$ cat config.mk
export PLATFORM = sky130hd
export DESIGN_NAME = tx_ctrl_regs
export DESIGN_NICKNAME = d
export VERILOG_FILES = /design/src/logic/tx_ctrl_regs.v /design/src/logic/tx_ctrl_decode.v
export VERILOG_INCLUDE_DIRS = /design/src /design/src/pkg
export SDC_FILE = /design/constraint.sdc
export NUM_CORES = 1
export LEC_CHECK = 0
export BUFFER_PORTS_ARGS = -buffer_cell sky130_fd_sc_hd__buf_2
export CAP_MARGIN = 20
export CORE_ASPECT_RATIO = 0.9
export CORE_UTILIZATION = 53
export DETAILED_ROUTE_END_ITERATION = 16
export GPL_TIMING_DRIVEN = 0
export HOLD_SLACK_MARGIN = 0.12
export PLACE_DENSITY = 0.85
export SYNTH_ARGS = -nofsm -noshare
export SYNTH_HDL_FRONTEND = slang
export SYNTH_SLANG_ARGS = --single-unit
$ cat constraint.sdc
create_clock -name aclk -period 3.8 [get_ports aclk]
set_input_delay 0.76 -clock aclk [delete_from_list [all_inputs] [get_ports aclk]]
set_output_delay 0.76 -clock aclk [all_outputs]
set_load 0.02 [all_outputs]
$ cat src/pkg/tx_ctrl_defs.vh
// Register indices, field positions, masks and reset values of the transmit control bank
`ifndef TX_CTRL_DEFS_VH
`define TX_CTRL_DEFS_VH

// ********************
// Register indices (byte address is four times the index)
// ********************
`define IDX_TX_CONTROL_FOUR 12'h186
`define IDX_TX_HDLC_FIFO_CTRL 12'h187
`define IDX_TX_INTERLEAVE_BUS_CTRL 12'h188
`define IDX_TX_CHANNEL_MONITOR_SELECT 12'h189
`define IDX_TX_EXPANSION_PORT_CTRL 12'h18a
`define IDX_TX_BERT_BIT_SUPPRESS 12'h18b
`define IDX_CHANNEL_MONITOR_REG 12'h18c
`define IDX_TX_SYNCHRONIZER_CTRL 12'h18e

// ********************
// Writable bit masks; other bits read as zero
// ********************
`define MASK_TX_CONTROL_FOUR 8'hff
`define MASK_TX_HDLC_FIFO_CTRL 8'h03
`define MASK_TX_INTERLEAVE_BUS_CTRL 8'h18
`define MASK_TX_CHANNEL_MONITOR_SELECT 8'h1f
`define MASK_TX_EXPANSION_PORT_CTRL 8'h07
`define MASK_TX_BERT_BIT_SUPPRESS 8'hff
`define MASK_TX_SYNCHRONIZER_CTRL 8'h0f

// ********************
// Reset values
// ********************
`define RST_CTRL_REG 8'h00

// ********************
// Field positions
// ********************
`define POS_INVERT_HI 6
`define POS_INVERT_LO 5
`define POS_JAM_BIT8_ENABLE 4
`define POS_REMOTE_ALARM_VARIANT_SEL 3
`define POS_AIS_VARIANT_SEL 2
`define POS_LOOP_LEN_HI 1
`define POS_LOOP_LEN_LO 0
`define POS_LOW_MARK_HI 1
`define POS_LOW_MARK_LO 0
`define POS_INTERLEAVE_KIND_SEL 4
`define POS_INTERLEAVE_ON 3
`define POS_MONITOR_SEL_HI 4
`define POS_MONITOR_SEL_LO 0
`define POS_BERT_PORT_DIRECTION 2
`define POS_BERT_FRAMING_SEL 1
`define POS_BERT_PORT_ON 0
`define POS_CRC_MULTIFRAME_SEARCH 3
`define POS_TX_SYNC_ON 2
`define POS_AUTO_RESYNC_DISABLE 1
`define POS_RESYNC 0

// ********************
// Field encodings
// ********************
`define INV_NONE 2'b00
`define INV_FRAMING 2'b01
`define INV_SIGNALING 2'b10
`define INV_PAYLOAD 2'b11
`define LOOP_LEN_5 2'b00
`define LOOP_LEN_6 2'b01
`define LOOP_LEN_7 2'b10
`define LOOP_LEN_16 2'b11
`define MARK_4 2'b00
`define MARK_16 2'b01
`define MARK_32 2'b10
`define MARK_48 2'b11
`define MARK_BYTES_4 6'h04
`define MARK_BYTES_16 6'h10
`define MARK_BYTES_32 6'h20
`define MARK_BYTES_48 6'h30
`define LOOP_BITS_5 5'h05
`define LOOP_BITS_6 5'h06
`define LOOP_BITS_7 5'h07
`define LOOP_BITS_16 5'h10

// ********************
// Bus answers
// ********************
`define RESP_OKAY 2'b00
`define RESP_SLVERR 2'b10

`endif

$ cat src/logic/tx_ctrl_regs.v
// AXI4-Lite register bank for the transmit framer controls of one port
//
// Local design decision: the AXI4-Lite register port.
`include "tx_ctrl_defs.vh"
`default_nettype none

// Contract
// - Inversion field picks none, framing, signaling or payload bits.
// - Jam enable forces bit 8 per channel, bit 7 in T1 signaling frames.
// - In T1 ESF with remote alarm, variant bit selects CI remote alarm.
// - T1 AIS sends all ones when variant bit 0, CI AIS when 1.
// - Code length field selects 5, 6/3, 7 or 16/8/4/2/1 bits.
// - Low watermark field selects 4, 16, 32 or 48 bytes.
// - Interleave kind bit: 0 channel interleave, 1 frame interleave.
// - Interleave enable bit turns interleaved bus off or on.
// - Five-bit select picks channel 1..32 copied to monitor register.
// - BERT direction 0 feeds transmit path, 1 feeds receive serial output.
// - BERT uses framing bit only when framing select is 1.
// - BERT port works only while its enable bit is 1.
// - Each suppress bit excludes one channel bit; bit 7 is channel MSB.
// - E1 synchronizer searches CRC-4 multiframe only when enabled.
// - Synchronizer outputs are gated by its enable bit, except the resync pulse, which fires regardless.
// - T1 loop code enable replaces data with repeating loop code.
// - Auto resync enabled when sync bit is 0, disabled when 1.
// - Rising edge of resync bit starts one resync; software re-arms.
module tx_ctrl_regs (
  input wire aclk,
  input wire aresetn,
  input wire [13:0] s_axi_awaddr,
  input wire s_axi_awvalid,
  output reg s_axi_awready,
  input wire [31:0] s_axi_wdata,
  input wire [3:0] s_axi_wstrb,
  input wire s_axi_wvalid,
  output reg s_axi_wready,
  output reg [1:0] s_axi_bresp,
  output reg s_axi_bvalid,
  input wire s_axi_bready,
  input wire [13:0] s_axi_araddr,
  input wire s_axi_arvalid,
  output reg s_axi_arready,
  output reg [31:0] s_axi_rdata,
  output reg [1:0] s_axi_rresp,
  output reg s_axi_rvalid,
  input wire s_axi_rready,
  input wire t1_mode,
  input wire esf_mode,
  input wire signaling_frame,
  input wire remote_alarm_send,
  input wire ais_send,
  input wire loop_code_enable,
  input wire [7:0] tx_channel_data,
  input wire [4:0] tx_channel_index,
  input wire tx_channel_strobe,
  output wire invert_framing,
  output wire invert_signaling,
  output wire invert_payload,
  output wire jam_bit8_force,
  output wire jam_bit7_force,
  output wire send_rai_normal,
  output wire send_remote_alarm_ci_variant,
  output wire send_ais_all_ones,
  output wire send_variant_a,
  output wire loop_code_active,
  output wire [4:0] loop_code_bits,
  output wire [5:0] hdlc_low_mark_bytes,
  output wire interleave_active,
  output wire interleave_frame_mode,
  output wire [4:0] monitor_channel_sel,
  output wire bert_to_tx_path,
  output wire bert_to_rx_serial_out,
  output wire bert_in_framing_bit,
  output wire [7:0] bert_bit_use,
  output wire sync_active,
  output wire crc_search_active,
  output wire auto_resync_active,
  output wire resync_start
);

  // ********************
  // Register storage
  // ********************
  reg [7:0] tx_control_four_reg;
  reg [7:0] tx_hdlc_fifo_ctrl_reg;
  reg [7:0] tx_interleave_bus_ctrl_reg;
  reg [7:0] tx_channel_monitor_select_reg;
  reg [7:0] tx_expansion_port_ctrl_reg;
  reg [7:0] tx_bert_bit_suppress_reg;
  reg [7:0] tx_synchronizer_ctrl_reg;
  reg [7:0] channel_monitor_reg;

  // ********************
  // Write channel state
  // ********************
  reg aw_held_reg;
  reg w_held_reg;
  reg [11:0] aw_index_reg;
  reg aw_aligned_reg;
  reg [7:0] w_data_reg;
  reg w_lane0_reg;
  wire aw_take;
  wire w_take;
  wire [11:0] wr_index;
  wire wr_aligned;
  wire [7:0] wr_data;
  wire wr_lane0;
  wire wr_fire;
  reg wr_hit;

  assign aw_take = s_axi_awvalid & s_axi_awready;
  assign w_take = s_axi_wvalid & s_axi_wready;
  // Address and data may arrive in either order or together
  assign wr_index = aw_held_reg ? aw_index_reg : s_axi_awaddr[13:2];
  assign wr_aligned = aw_held_reg ? aw_aligned_reg : (s_axi_awaddr[1:0] == 2'b00);
  assign wr_data = w_held_reg ? w_data_reg : s_axi_wdata[7:0];
  assign wr_lane0 = w_held_reg ? w_lane0_reg : s_axi_wstrb[0];
  assign wr_fire = (aw_held_reg | aw_take) & (w_held_reg | w_take) & ~s_axi_bvalid;

  always @* begin
    case (wr_index)
      `IDX_TX_CONTROL_FOUR: wr_hit = wr_aligned;
      `IDX_TX_HDLC_FIFO_CTRL: wr_hit = wr_aligned;
      `IDX_TX_INTERLEAVE_BUS_CTRL: wr_hit = wr_aligned;
      `IDX_TX_CHANNEL_MONITOR_SELECT: wr_hit = wr_aligned;
      `IDX_TX_EXPANSION_PORT_CTRL: wr_hit = wr_aligned;
      `IDX_TX_BERT_BIT_SUPPRESS: wr_hit = wr_aligned;
      `IDX_TX_SYNCHRONIZER_CTRL: wr_hit = wr_aligned;
      default: wr_hit = 1'b0;
    endcase
  end

  always @(posedge aclk) begin
    if (!aresetn) begin
      s_axi_awready <= 1'b1;
      s_axi_wready <= 1'b1;
      s_axi_bvalid <= 1'b0;
      s_axi_bresp <= `RESP_OKAY;
      aw_held_reg <= 1'b0;
      w_held_reg <= 1'b0;
      aw_index_reg <= 12'h000;
      aw_aligned_reg <= 1'b0;
      w_data_reg <= 8'h00;
      w_lane0_reg <= 1'b0;
    end else begin
      if (wr_fire) begin
        aw_held_reg <= 1'b0;
        w_held_reg <= 1'b0;
        s_axi_awready <= 1'b0;
        s_axi_wready <= 1'b0;
        s_axi_bvalid <= 1'b1;
        // Unmapped or misaligned writes answer with an error
        s_axi_bresp <= wr_hit ? `RESP_OKAY : `RESP_SLVERR;
      end else begin
        if (aw_take) begin
          aw_held_reg <= 1'b1;
          aw_index_reg <= s_axi_awaddr[13:2];
          aw_aligned_reg <= (s_axi_awaddr[1:0] == 2'b00);
          s_axi_awready <= 1'b0;
        end
        if (w_take) begin
          w_held_reg <= 1'b1;
          w_data_reg <= s_axi_wdata[7:0];
          w_lane0_reg <= s_axi_wstrb[0];
          s_axi_wready <= 1'b0;
        end
        if (s_axi_bvalid & s_axi_bready) begin
          s_axi_bvalid <= 1'b0;
          s_axi_awready <= 1'b1;
          s_axi_wready <= 1'b1;
        end
      end
    end
  end

  // ********************
  // Register writes
  // ********************
  always @(posedge aclk) begin
    if (!aresetn) begin
      tx_control_four_reg <= `RST_CTRL_REG;
      tx_hdlc_fifo_ctrl_reg <= `RST_CTRL_REG;
      tx_interleave_bus_ctrl_reg <= `RST_CTRL_REG;
      tx_channel_monitor_select_reg <= `RST_CTRL_REG;
      tx_expansion_port_ctrl_reg <= `RST_CTRL_REG;
      tx_bert_bit_suppress_reg <= `RST_CTRL_REG;
      tx_synchronizer_ctrl_reg <= `RST_CTRL_REG;
    end else if (wr_fire & wr_hit & wr_lane0) begin
      case (wr_index)
        `IDX_TX_CONTROL_FOUR: tx_control_four_reg <= wr_data & `MASK_TX_CONTROL_FOUR;
        `IDX_TX_HDLC_FIFO_CTRL: tx_hdlc_fifo_ctrl_reg <= wr_data & `MASK_TX_HDLC_FIFO_CTRL;
        `IDX_TX_INTERLEAVE_BUS_CTRL: begin
          tx_interleave_bus_ctrl_reg <= wr_data & `MASK_TX_INTERLEAVE_BUS_CTRL;
        end
        `IDX_TX_CHANNEL_MONITOR_SELECT: begin
          tx_channel_monitor_select_reg <= wr_data & `MASK_TX_CHANNEL_MONITOR_SELECT;
        end
        `IDX_TX_EXPANSION_PORT_CTRL: begin
          tx_expansion_port_ctrl_reg <= wr_data & `MASK_TX_EXPANSION_PORT_CTRL;
        end
        `IDX_TX_BERT_BIT_SUPPRESS: begin
          tx_bert_bit_suppress_reg <= wr_data & `MASK_TX_BERT_BIT_SUPPRESS;
        end
        // software clears and sets resync to re-arm
        `IDX_TX_SYNCHRONIZER_CTRL: begin
          tx_synchronizer_ctrl_reg <= wr_data & `MASK_TX_SYNCHRONIZER_CTRL;
        end
        default: tx_control_four_reg <= tx_control_four_reg;
      endcase
    end
  end

  // ********************
  // Channel monitor capture
  // ********************
  always @(posedge aclk) begin
    if (!aresetn) begin
      channel_monitor_reg <= `RST_CTRL_REG;
    end else begin
      // index 0 is channel 1, 31 is channel 32
      if (tx_channel_strobe &&
          tx_channel_index == tx_channel_monitor_select_reg[`POS_MONITOR_SEL_HI:`POS_MONITOR_SEL_LO]) begin
        channel_monitor_reg <= tx_channel_data;
      end
    end
  end

  assign monitor_channel_sel =
    tx_channel_monitor_select_reg[`POS_MONITOR_SEL_HI:`POS_MONITOR_SEL_LO];

  // ********************
  // Read channel
  // ********************
  reg [7:0] rd_value;
  reg rd_hit;
  wire [11:0] rd_index;
  wire rd_aligned;

  assign rd_index = s_axi_araddr[13:2];
  assign rd_aligned = (s_axi_araddr[1:0] == 2'b00);

  always @* begin
    rd_hit = rd_aligned;
    case (rd_index)
      `IDX_TX_CONTROL_FOUR: rd_value = tx_control_four_reg;
      `IDX_TX_HDLC_FIFO_CTRL: rd_value = tx_hdlc_fifo_ctrl_reg;
      `IDX_TX_INTERLEAVE_BUS_CTRL: rd_value = tx_interleave_bus_ctrl_reg;
      `IDX_TX_CHANNEL_MONITOR_SELECT: rd_value = tx_channel_monitor_select_reg;
      `IDX_TX_EXPANSION_PORT_CTRL: rd_value = tx_expansion_port_ctrl_reg;
      `IDX_TX_BERT_BIT_SUPPRESS: rd_value = tx_bert_bit_suppress_reg;
      `IDX_CHANNEL_MONITOR_REG: rd_value = channel_monitor_reg;
      `IDX_TX_SYNCHRONIZER_CTRL: rd_value = tx_synchronizer_ctrl_reg;
      default: begin
        rd_value = 8'h00;
        rd_hit = 1'b0;
      end
    endcase
  end

  always @(posedge aclk) begin
    if (!aresetn) begin
      s_axi_arready <= 1'b1;
      s_axi_rvalid <= 1'b0;
      s_axi_rdata <= 32'h00000000;
      s_axi_rresp <= `RESP_OKAY;
    end else if (s_axi_arvalid & s_axi_arready) begin
      s_axi_arready <= 1'b0;
      s_axi_rvalid <= 1'b1;
      s_axi_rdata <= {24'h000000, (rd_hit ? rd_value : 8'h00)};
      s_axi_rresp <= rd_hit ? `RESP_OKAY : `RESP_SLVERR;
    end else if (s_axi_rvalid & s_axi_rready) begin
      s_axi_rvalid <= 1'b0;
      s_axi_arready <= 1'b1;
    end
  end

  // ********************
  // Field decode
  // ********************
  // Decode outputs are flops inside the decoder, one cycle after the write
  tx_ctrl_decode decode_inst (
    .aclk(aclk),
    .aresetn(aresetn),
    .control_four(tx_control_four_reg),
    .fifo_ctrl(tx_hdlc_fifo_ctrl_reg),
    .bus_ctrl(tx_interleave_bus_ctrl_reg),
    .port_ctrl(tx_expansion_port_ctrl_reg),
    .bit_suppress(tx_bert_bit_suppress_reg),
    .sync_ctrl(tx_synchronizer_ctrl_reg),
    .t1_mode(t1_mode),
    .esf_mode(esf_mode),
    .signaling_frame(signaling_frame),
    .remote_alarm_send(remote_alarm_send),
    .ais_send(ais_send),
    .loop_code_enable(loop_code_enable),
    .invert_framing(invert_framing),
    .invert_signaling(invert_signaling),
    .invert_payload(invert_payload),
    .jam_bit8_force(jam_bit8_force),
    .jam_bit7_force(jam_bit7_force),
    .send_rai_normal(send_rai_normal),
    .send_remote_alarm_ci_variant(send_remote_alarm_ci_variant),
    .send_ais_all_ones(send_ais_all_ones),
    .send_variant_a(send_variant_a),
    .loop_code_active(loop_code_active),
    .loop_code_bits(loop_code_bits),
    .hdlc_low_mark_bytes(hdlc_low_mark_bytes),
    .interleave_active(interleave_active),
    .interleave_frame_mode(interleave_frame_mode),
    .bert_to_tx_path(bert_to_tx_path),
    .bert_to_rx_serial_out(bert_to_rx_serial_out),
    .bert_in_framing_bit(bert_in_framing_bit),
    .bert_bit_use(bert_bit_use),
    .sync_active(sync_active),
    .crc_search_active(crc_search_active),
    .auto_resync_active(auto_resync_active),
    .resync_start(resync_start)
  );

endmodule // tx_ctrl_regs

`default_nettype wire

$ cat src/logic/tx_ctrl_decode.v
// Registered decode of the transmit control fields into datapath controls
`include "tx_ctrl_defs.vh"
`default_nettype none

module tx_ctrl_decode (
  input wire aclk,
  input wire aresetn,
  input wire [7:0] control_four,
  input wire [7:0] fifo_ctrl,
  input wire [7:0] bus_ctrl,
  input wire [7:0] port_ctrl,
  input wire [7:0] bit_suppress,
  input wire [7:0] sync_ctrl,
  input wire t1_mode,
  input wire esf_mode,
  input wire signaling_frame,
  input wire remote_alarm_send,
  input wire ais_send,
  input wire loop_code_enable,
  output reg invert_framing,
  output reg invert_signaling,
  output reg invert_payload,
  output reg jam_bit8_force,
  output reg jam_bit7_force,
  output reg send_rai_normal,
  output reg send_remote_alarm_ci_variant,
  output reg send_ais_all_ones,
  output reg send_variant_a,
  output reg loop_code_active,
  output reg [4:0] loop_code_bits,
  output reg [5:0] hdlc_low_mark_bytes,
  output reg interleave_active,
  output reg interleave_frame_mode,
  output reg bert_to_tx_path,
  output reg bert_to_rx_serial_out,
  output reg bert_in_framing_bit,
  output reg [7:0] bert_bit_use,
  output reg sync_active,
  output reg crc_search_active,
  output reg auto_resync_active,
  output reg resync_start
);

  wire [1:0] inv_sel;
  wire [1:0] len_sel;
  wire [1:0] mark_sel;
  wire bert_on;
  wire sync_on;
  reg resync_seen_reg;
  reg [4:0] loop_bits_next;
  reg [5:0] mark_next;

  assign inv_sel = control_four[`POS_INVERT_HI:`POS_INVERT_LO];
  assign len_sel = control_four[`POS_LOOP_LEN_HI:`POS_LOOP_LEN_LO];
  assign mark_sel = fifo_ctrl[`POS_LOW_MARK_HI:`POS_LOW_MARK_LO];
  assign bert_on = port_ctrl[`POS_BERT_PORT_ON];
  assign sync_on = sync_ctrl[`POS_TX_SYNC_ON];

  always @* begin
    case (len_sel)
      `LOOP_LEN_5: loop_bits_next = `LOOP_BITS_5;
      `LOOP_LEN_6: loop_bits_next = `LOOP_BITS_6;
      `LOOP_LEN_7: loop_bits_next = `LOOP_BITS_7;
      default: loop_bits_next = `LOOP_BITS_16;
    endcase
    case (mark_sel)
      `MARK_4: mark_next = `MARK_BYTES_4;
      `MARK_16: mark_next = `MARK_BYTES_16;
      `MARK_32: mark_next = `MARK_BYTES_32;
      default: mark_next = `MARK_BYTES_48;
    endcase
  end

  always @(posedge aclk) begin
    if (!aresetn) begin
      invert_framing <= 1'b0;
      invert_signaling <= 1'b0;
      invert_payload <= 1'b0;
      jam_bit8_force <= 1'b0;
      jam_bit7_force <= 1'b0;
      send_rai_normal <= 1'b0;
      send_remote_alarm_ci_variant <= 1'b0;
      send_ais_all_ones <= 1'b0;
      send_variant_a <= 1'b0;
      loop_code_active <= 1'b0;
      loop_code_bits <= `LOOP_BITS_5;
      hdlc_low_mark_bytes <= `MARK_BYTES_4;
      interleave_active <= 1'b0;
      interleave_frame_mode <= 1'b0;
      bert_to_tx_path <= 1'b0;
      bert_to_rx_serial_out <= 1'b0;
      bert_in_framing_bit <= 1'b0;
      bert_bit_use <= 8'h00;
      sync_active <= 1'b0;
      crc_search_active <= 1'b0;
      auto_resync_active <= 1'b0;
      resync_start <= 1'b0;
      resync_seen_reg <= 1'b0;
    end else begin
      invert_framing <= (inv_sel == `INV_FRAMING);
      invert_signaling <= (inv_sel == `INV_SIGNALING);
      invert_payload <= (inv_sel == `INV_PAYLOAD);
      // jam bit 8, bit 7 in signaling frames
      jam_bit8_force <= control_four[`POS_JAM_BIT8_ENABLE];
      jam_bit7_force <= control_four[`POS_JAM_BIT8_ENABLE] & t1_mode & signaling_frame;
      send_remote_alarm_ci_variant <= t1_mode & esf_mode & remote_alarm_send &
                     control_four[`POS_REMOTE_ALARM_VARIANT_SEL];
      send_rai_normal <= remote_alarm_send &
                         ~(t1_mode & esf_mode & control_four[`POS_REMOTE_ALARM_VARIANT_SEL]);
      send_ais_all_ones <= ais_send & ~(t1_mode & control_four[`POS_AIS_VARIANT_SEL]);
      send_variant_a <= ais_send & t1_mode & control_four[`POS_AIS_VARIANT_SEL];
      // loop code replaces data in T1
      loop_code_active <= loop_code_enable & t1_mode;
      loop_code_bits <= loop_bits_next;
      hdlc_low_mark_bytes <= mark_next;
      interleave_active <= bus_ctrl[`POS_INTERLEAVE_ON];
      interleave_frame_mode <= bus_ctrl[`POS_INTERLEAVE_KIND_SEL];
      bert_to_tx_path <= bert_on & ~port_ctrl[`POS_BERT_PORT_DIRECTION];
      bert_to_rx_serial_out <= bert_on & port_ctrl[`POS_BERT_PORT_DIRECTION];
      bert_in_framing_bit <= bert_on & port_ctrl[`POS_BERT_FRAMING_SEL];
      bert_bit_use <= bert_on ? ~bit_suppress : 8'h00;
      sync_active <= sync_on;
      crc_search_active <= sync_on & ~t1_mode & sync_ctrl[`POS_CRC_MULTIFRAME_SEARCH];
      // auto resync when bit is 0
      auto_resync_active <= sync_on & ~sync_ctrl[`POS_AUTO_RESYNC_DISABLE];
      // one pulse per rising edge of the bit
      resync_seen_reg <= sync_ctrl[`POS_RESYNC];
      resync_start <= sync_ctrl[`POS_RESYNC] & ~resync_seen_reg;
    end
  end

endmodule // tx_ctrl_decode

`default_nettype wire

==> metrics.md <==
| Metric | Value |
|---|---|
| Maximum clock rate | `411 MHz` |
| Pwr Density | `487 mW/mm^2` |
| Leakage | `2.98 nW` |
| Gate Count Post-Synth | `496` |
| Area delta synth->final | `29.1%` |
| Antenna viol nets, final | `0` |
| R2R setup slack | `between 1000 and 1500 ps` |
| Core Region | `0.00869 mm^2` |
| First-pass GRT wire length | `19,700 um` |
| DRT iter0 DRCs | `275` |
| Worst r2r src | `aw_held_reg$_SDFFE_PP0P_` |
| Detailed placer's ending HPWL | `8870 um` |
| Global-route usage over all layers | `27.6%` |
| Clock Pin Slew Worst Setup and Hold Paths | `60 ps` |
| Vias per cell | `5.29` |
| Worst hold endpoint | `decode_inst.resync_start$_SDFF_PN0_` |
| Hold Fails Final Rpt | `0` |
| Initial antenna violation count | `0` |
| Die Y | `between 90 and 100 um` |
| Setup_tns | `0 ps` |
| VDD IR-drop max | `0.283 mV` |
| Outcome | `complete, no violations` |
| Critical Path RT | `4180 ps` |
| Placed Cells | `760` |
| Input/output buffers | `around 120` |
| Hold crit path type | `flop to flop` |
| Avg WL per Cell | `15.9 um` |
| Critical Path Sink Type | `flop` |
| TritonRoute pass-1 iters | `5` |
| CTS tree | `built` |
| Max Slew Vio Count | `0` |
| Max-Cap Viols | `0` |
| Num CTS Buffers | `17` |
| H-tree levels | `4` |
| Syn. warnings | `0` |
| IO Pins | `175` |
| Nets | `754` |
| Layout Cells excl Fill | `791` |
| Row count | `32` |
| Starting Density | `~56%` |
| Routed vias | `4,187` |
| Post-route cell area | `0.00623 mm^2` |
| Diodes inserted | `0` |
| Drt total wl | `around 13,000 um` |
| R2R cell count | `7` |
| Largest net degree at the start of global routing | `17` |
| Clk root buf | `clkbuf_8` |
| Final period util | `~64%` |
| DRC violations left | `0` |
| Slew headroom | `between 50% and 60%` |
| Clk_skew | `approximately 8.2 ps` |
| Netlist cell types | `55` |
| Setup violations, final | `0` |
| WHS Path Cells | `1` |
| Mean Syn Cell Area | `9.73 um^2` |
| Ys flop type | `dfxtp_1` |
| Cts hold-fix bufs | `0` |
| Critical path peak fanout | `10` |
| Postcts setup bufs | `0` |
| CTS resizes | `0` |
| Worst Setup Start Kind | `flop` |
| Register area share after synthesis | `47.3%` |
| Hold_ws | `about 380 ps` |
| Critical Path AT | `2820 ps` |
| Layout cell share with drive strength beyond 1 | `29.9%` |
| Number of synthesized flops with an enable pin | `0` |
| Max reg flops | `12` |
| Async SR Flop Fraction | `0%` |
| Least-Margin Pin Slew | `689 ps` |
| Die area | `0.00950 mm^2` |
| #FFs+latches synth | `114` |
| GPL Wtd Cong | `roughly 0.9` |
| GRT overflow | `0` |
| Fin crit period | `2440 ps` |
| CTS Sinks | `114` |
| Worst-Skew Late Latency | `520 ps` |
| Min-Delay Startpoint | `decode_inst.resync_seen_reg$_SDFF_PN0_` |
| Worst r2r dst | `tx_bert_bit_suppress_reg[6]$_SDFFE_PN0P_` |
| Vias in the first global route | `4,195` |
| Clock Path Buffers | `2` |
| RSZ-0062 raised after global routing | `false` |
| Die width | `103 um` |
| Mapped cell area | `approximately 0.0048 mm^2` |
| Placed inst area | `0.00567 mm^2` |
| CP Class | `flop to flop` |
| Pre-CTS WS | `1130 ps` |
| Fin worst setup slack | `about 1400 ps` |
==> power breakdown <==
group / internal (W) / total [W] / switching [W]
combinational: 0.000121 / 0.000284 / 0.000163
sequential: 0.00122 / 0.00124 / 0.0000178
clock: 0.000974 / 0.00151 / 0.000538
==> cell families after synthesis <==
family / synth area share (%)
AO/OA/AOI/OAI: 8.06
XOR/XNOR: 0.907
adder cells (fa/ha/maj): 0.777
buffers and inverters: 7.26
flip-flops: 47.3
multiplexers: 16.4
other: 0.0777
AND/OR/NAND/NOR: 19.3
==> cell usage in the layout, fill, tap and decap left out, types with 3 or more instances in the layout <==
cell / n
a21oi_1: 8
a22oi_1: 4
a2bb2oi_1: 3
a31oi_1: 4
and2_1: 6
and3_1: 10
and3b_1: 3
buf_2: 120
buf_4: 30
clkbuf_1: 18
clkbuf_16: 16
clkbuf_8: 4
clkinv_2: 5
conb_1: 30
dfxtp_1: 114
ha_1: 3
inv_1: 9
mux2_2: 15
mux2i_1: 62
nand2_1: 51
nand2b_1: 5
nand3_1: 13
nor2_1: 22
nor2b_1: 37
nor3_1: 3
nor3b_1: 4
nor4_1: 3
o211ai_1: 3
o21ai_0: 21
or3_1: 3
xor2_1: 4
==> worst max path at each step <==
| stage | start | end | slack, ps | cells after the start |
|---|---|---|---|---|
| after CTS | aw_held_reg$_SDFFE_PP0P_ | tx_bert_bit_suppress_reg[6]$_SDFFE_PN0P_ | 1410 | 7 |
| after floorplan | s_axi_awaddr[11] | tx_synchronizer_ctrl_reg[0]$_SDFFE_PN0P_ | 1410 | 6 |
| final | aw_held_reg$_SDFFE_PP0P_ | tx_bert_bit_suppress_reg[6]$_SDFFE_PN0P_ | 1360 | 7 |
| after global routing | aw_held_reg$_SDFFE_PP0P_ | tx_control_four_reg[5]$_SDFFE_PN0P_ | 1220 | 7 |
| after global placement | s_axi_awaddr[11] | tx_synchronizer_ctrl_reg[0]$_SDFFE_PN0P_ | 1190 | 7 |
| after detailed placement | s_axi_awaddr[11] | tx_synchronizer_ctrl_reg[3]$_SDFFE_PN0P_ | 1130 | 7 |
==> synthesized netlist by cell type, types with 2 or more instances <==
cell	n	area share, %
dfxtp_1	114	47
mux2i_1	62	13
nand2_1	51	4.0
nor2b_1	37	4.8
buf_4	30	4.7
nor2_1	22	1.7
o21ai_0	21	2.2
clkbuf_1	17	1.3
mux2_2	15	3.5
nand3_1	13	1.3
and3_1	10	1.3
inv_1	9	0.70
a21oi_1	8	0.83
and2_1	6	0.78
nand2b_1	5	0.65
a22oi_1	4	0.62
a31oi_1	4	0.52
buf_2	4	0.41
nor3b_1	4	0.62
xor2_1	4	0.73
a2bb2oi_1	3	0.54
and3b_1	3	0.54
ha_1	3	0.78
nor3_1	3	0.31
nor4_1	3	0.39
o211ai_1	3	0.47
or3_1	3	0.39
a21boi_0	2	0.31
buf_1	2	0.16
nand3b_1	2	0.31
nand4_1	2	0.26
nor3_2	2	0.41
nor4b_1	2	0.36
o22ai_1	2	0.26
==> per-layer routing <==
metal	vias up	routed length, um	GRT usage (%)
met5	-	0	0
met4	0	414	14.3
met3	42	1080	8.15
met2	239	5890	44.7
met1	1919	5230	32.8
li1	1987	-	-
==> critical path: stages, from the launching register on <==
cell and delay (ps):
dfxtp_1 340, buf_2 210, or3b_2 510, a211oi_1 330, o2111ai_1 360, clkbuf_1 300, nand3_1 130, o21ai_0 120
==> cell type report <==
class / instances / area [um^2]
clock buffers: 21 / 459
clock inverters: 10 / 109
fillers: 634 / 2450
plain buffers: 53 / 317
flip-flops and latches: 114 / 2280
well taps: 119 / 149
multi-input cells: 349 / 2300
inverters: 9 / 33.8
repair buffers: 116 / 581
==> metrics by stage <==
stage	total power [W]	util, %
finish	0.00304	71.8
global route	0.00313	71.8
CTS	0.00304	71.8
detailed placement	0.00154	65.2
global placement	0.00153	65.2
floorplan	0.00146	-
(Power assumes the default switching activity.)
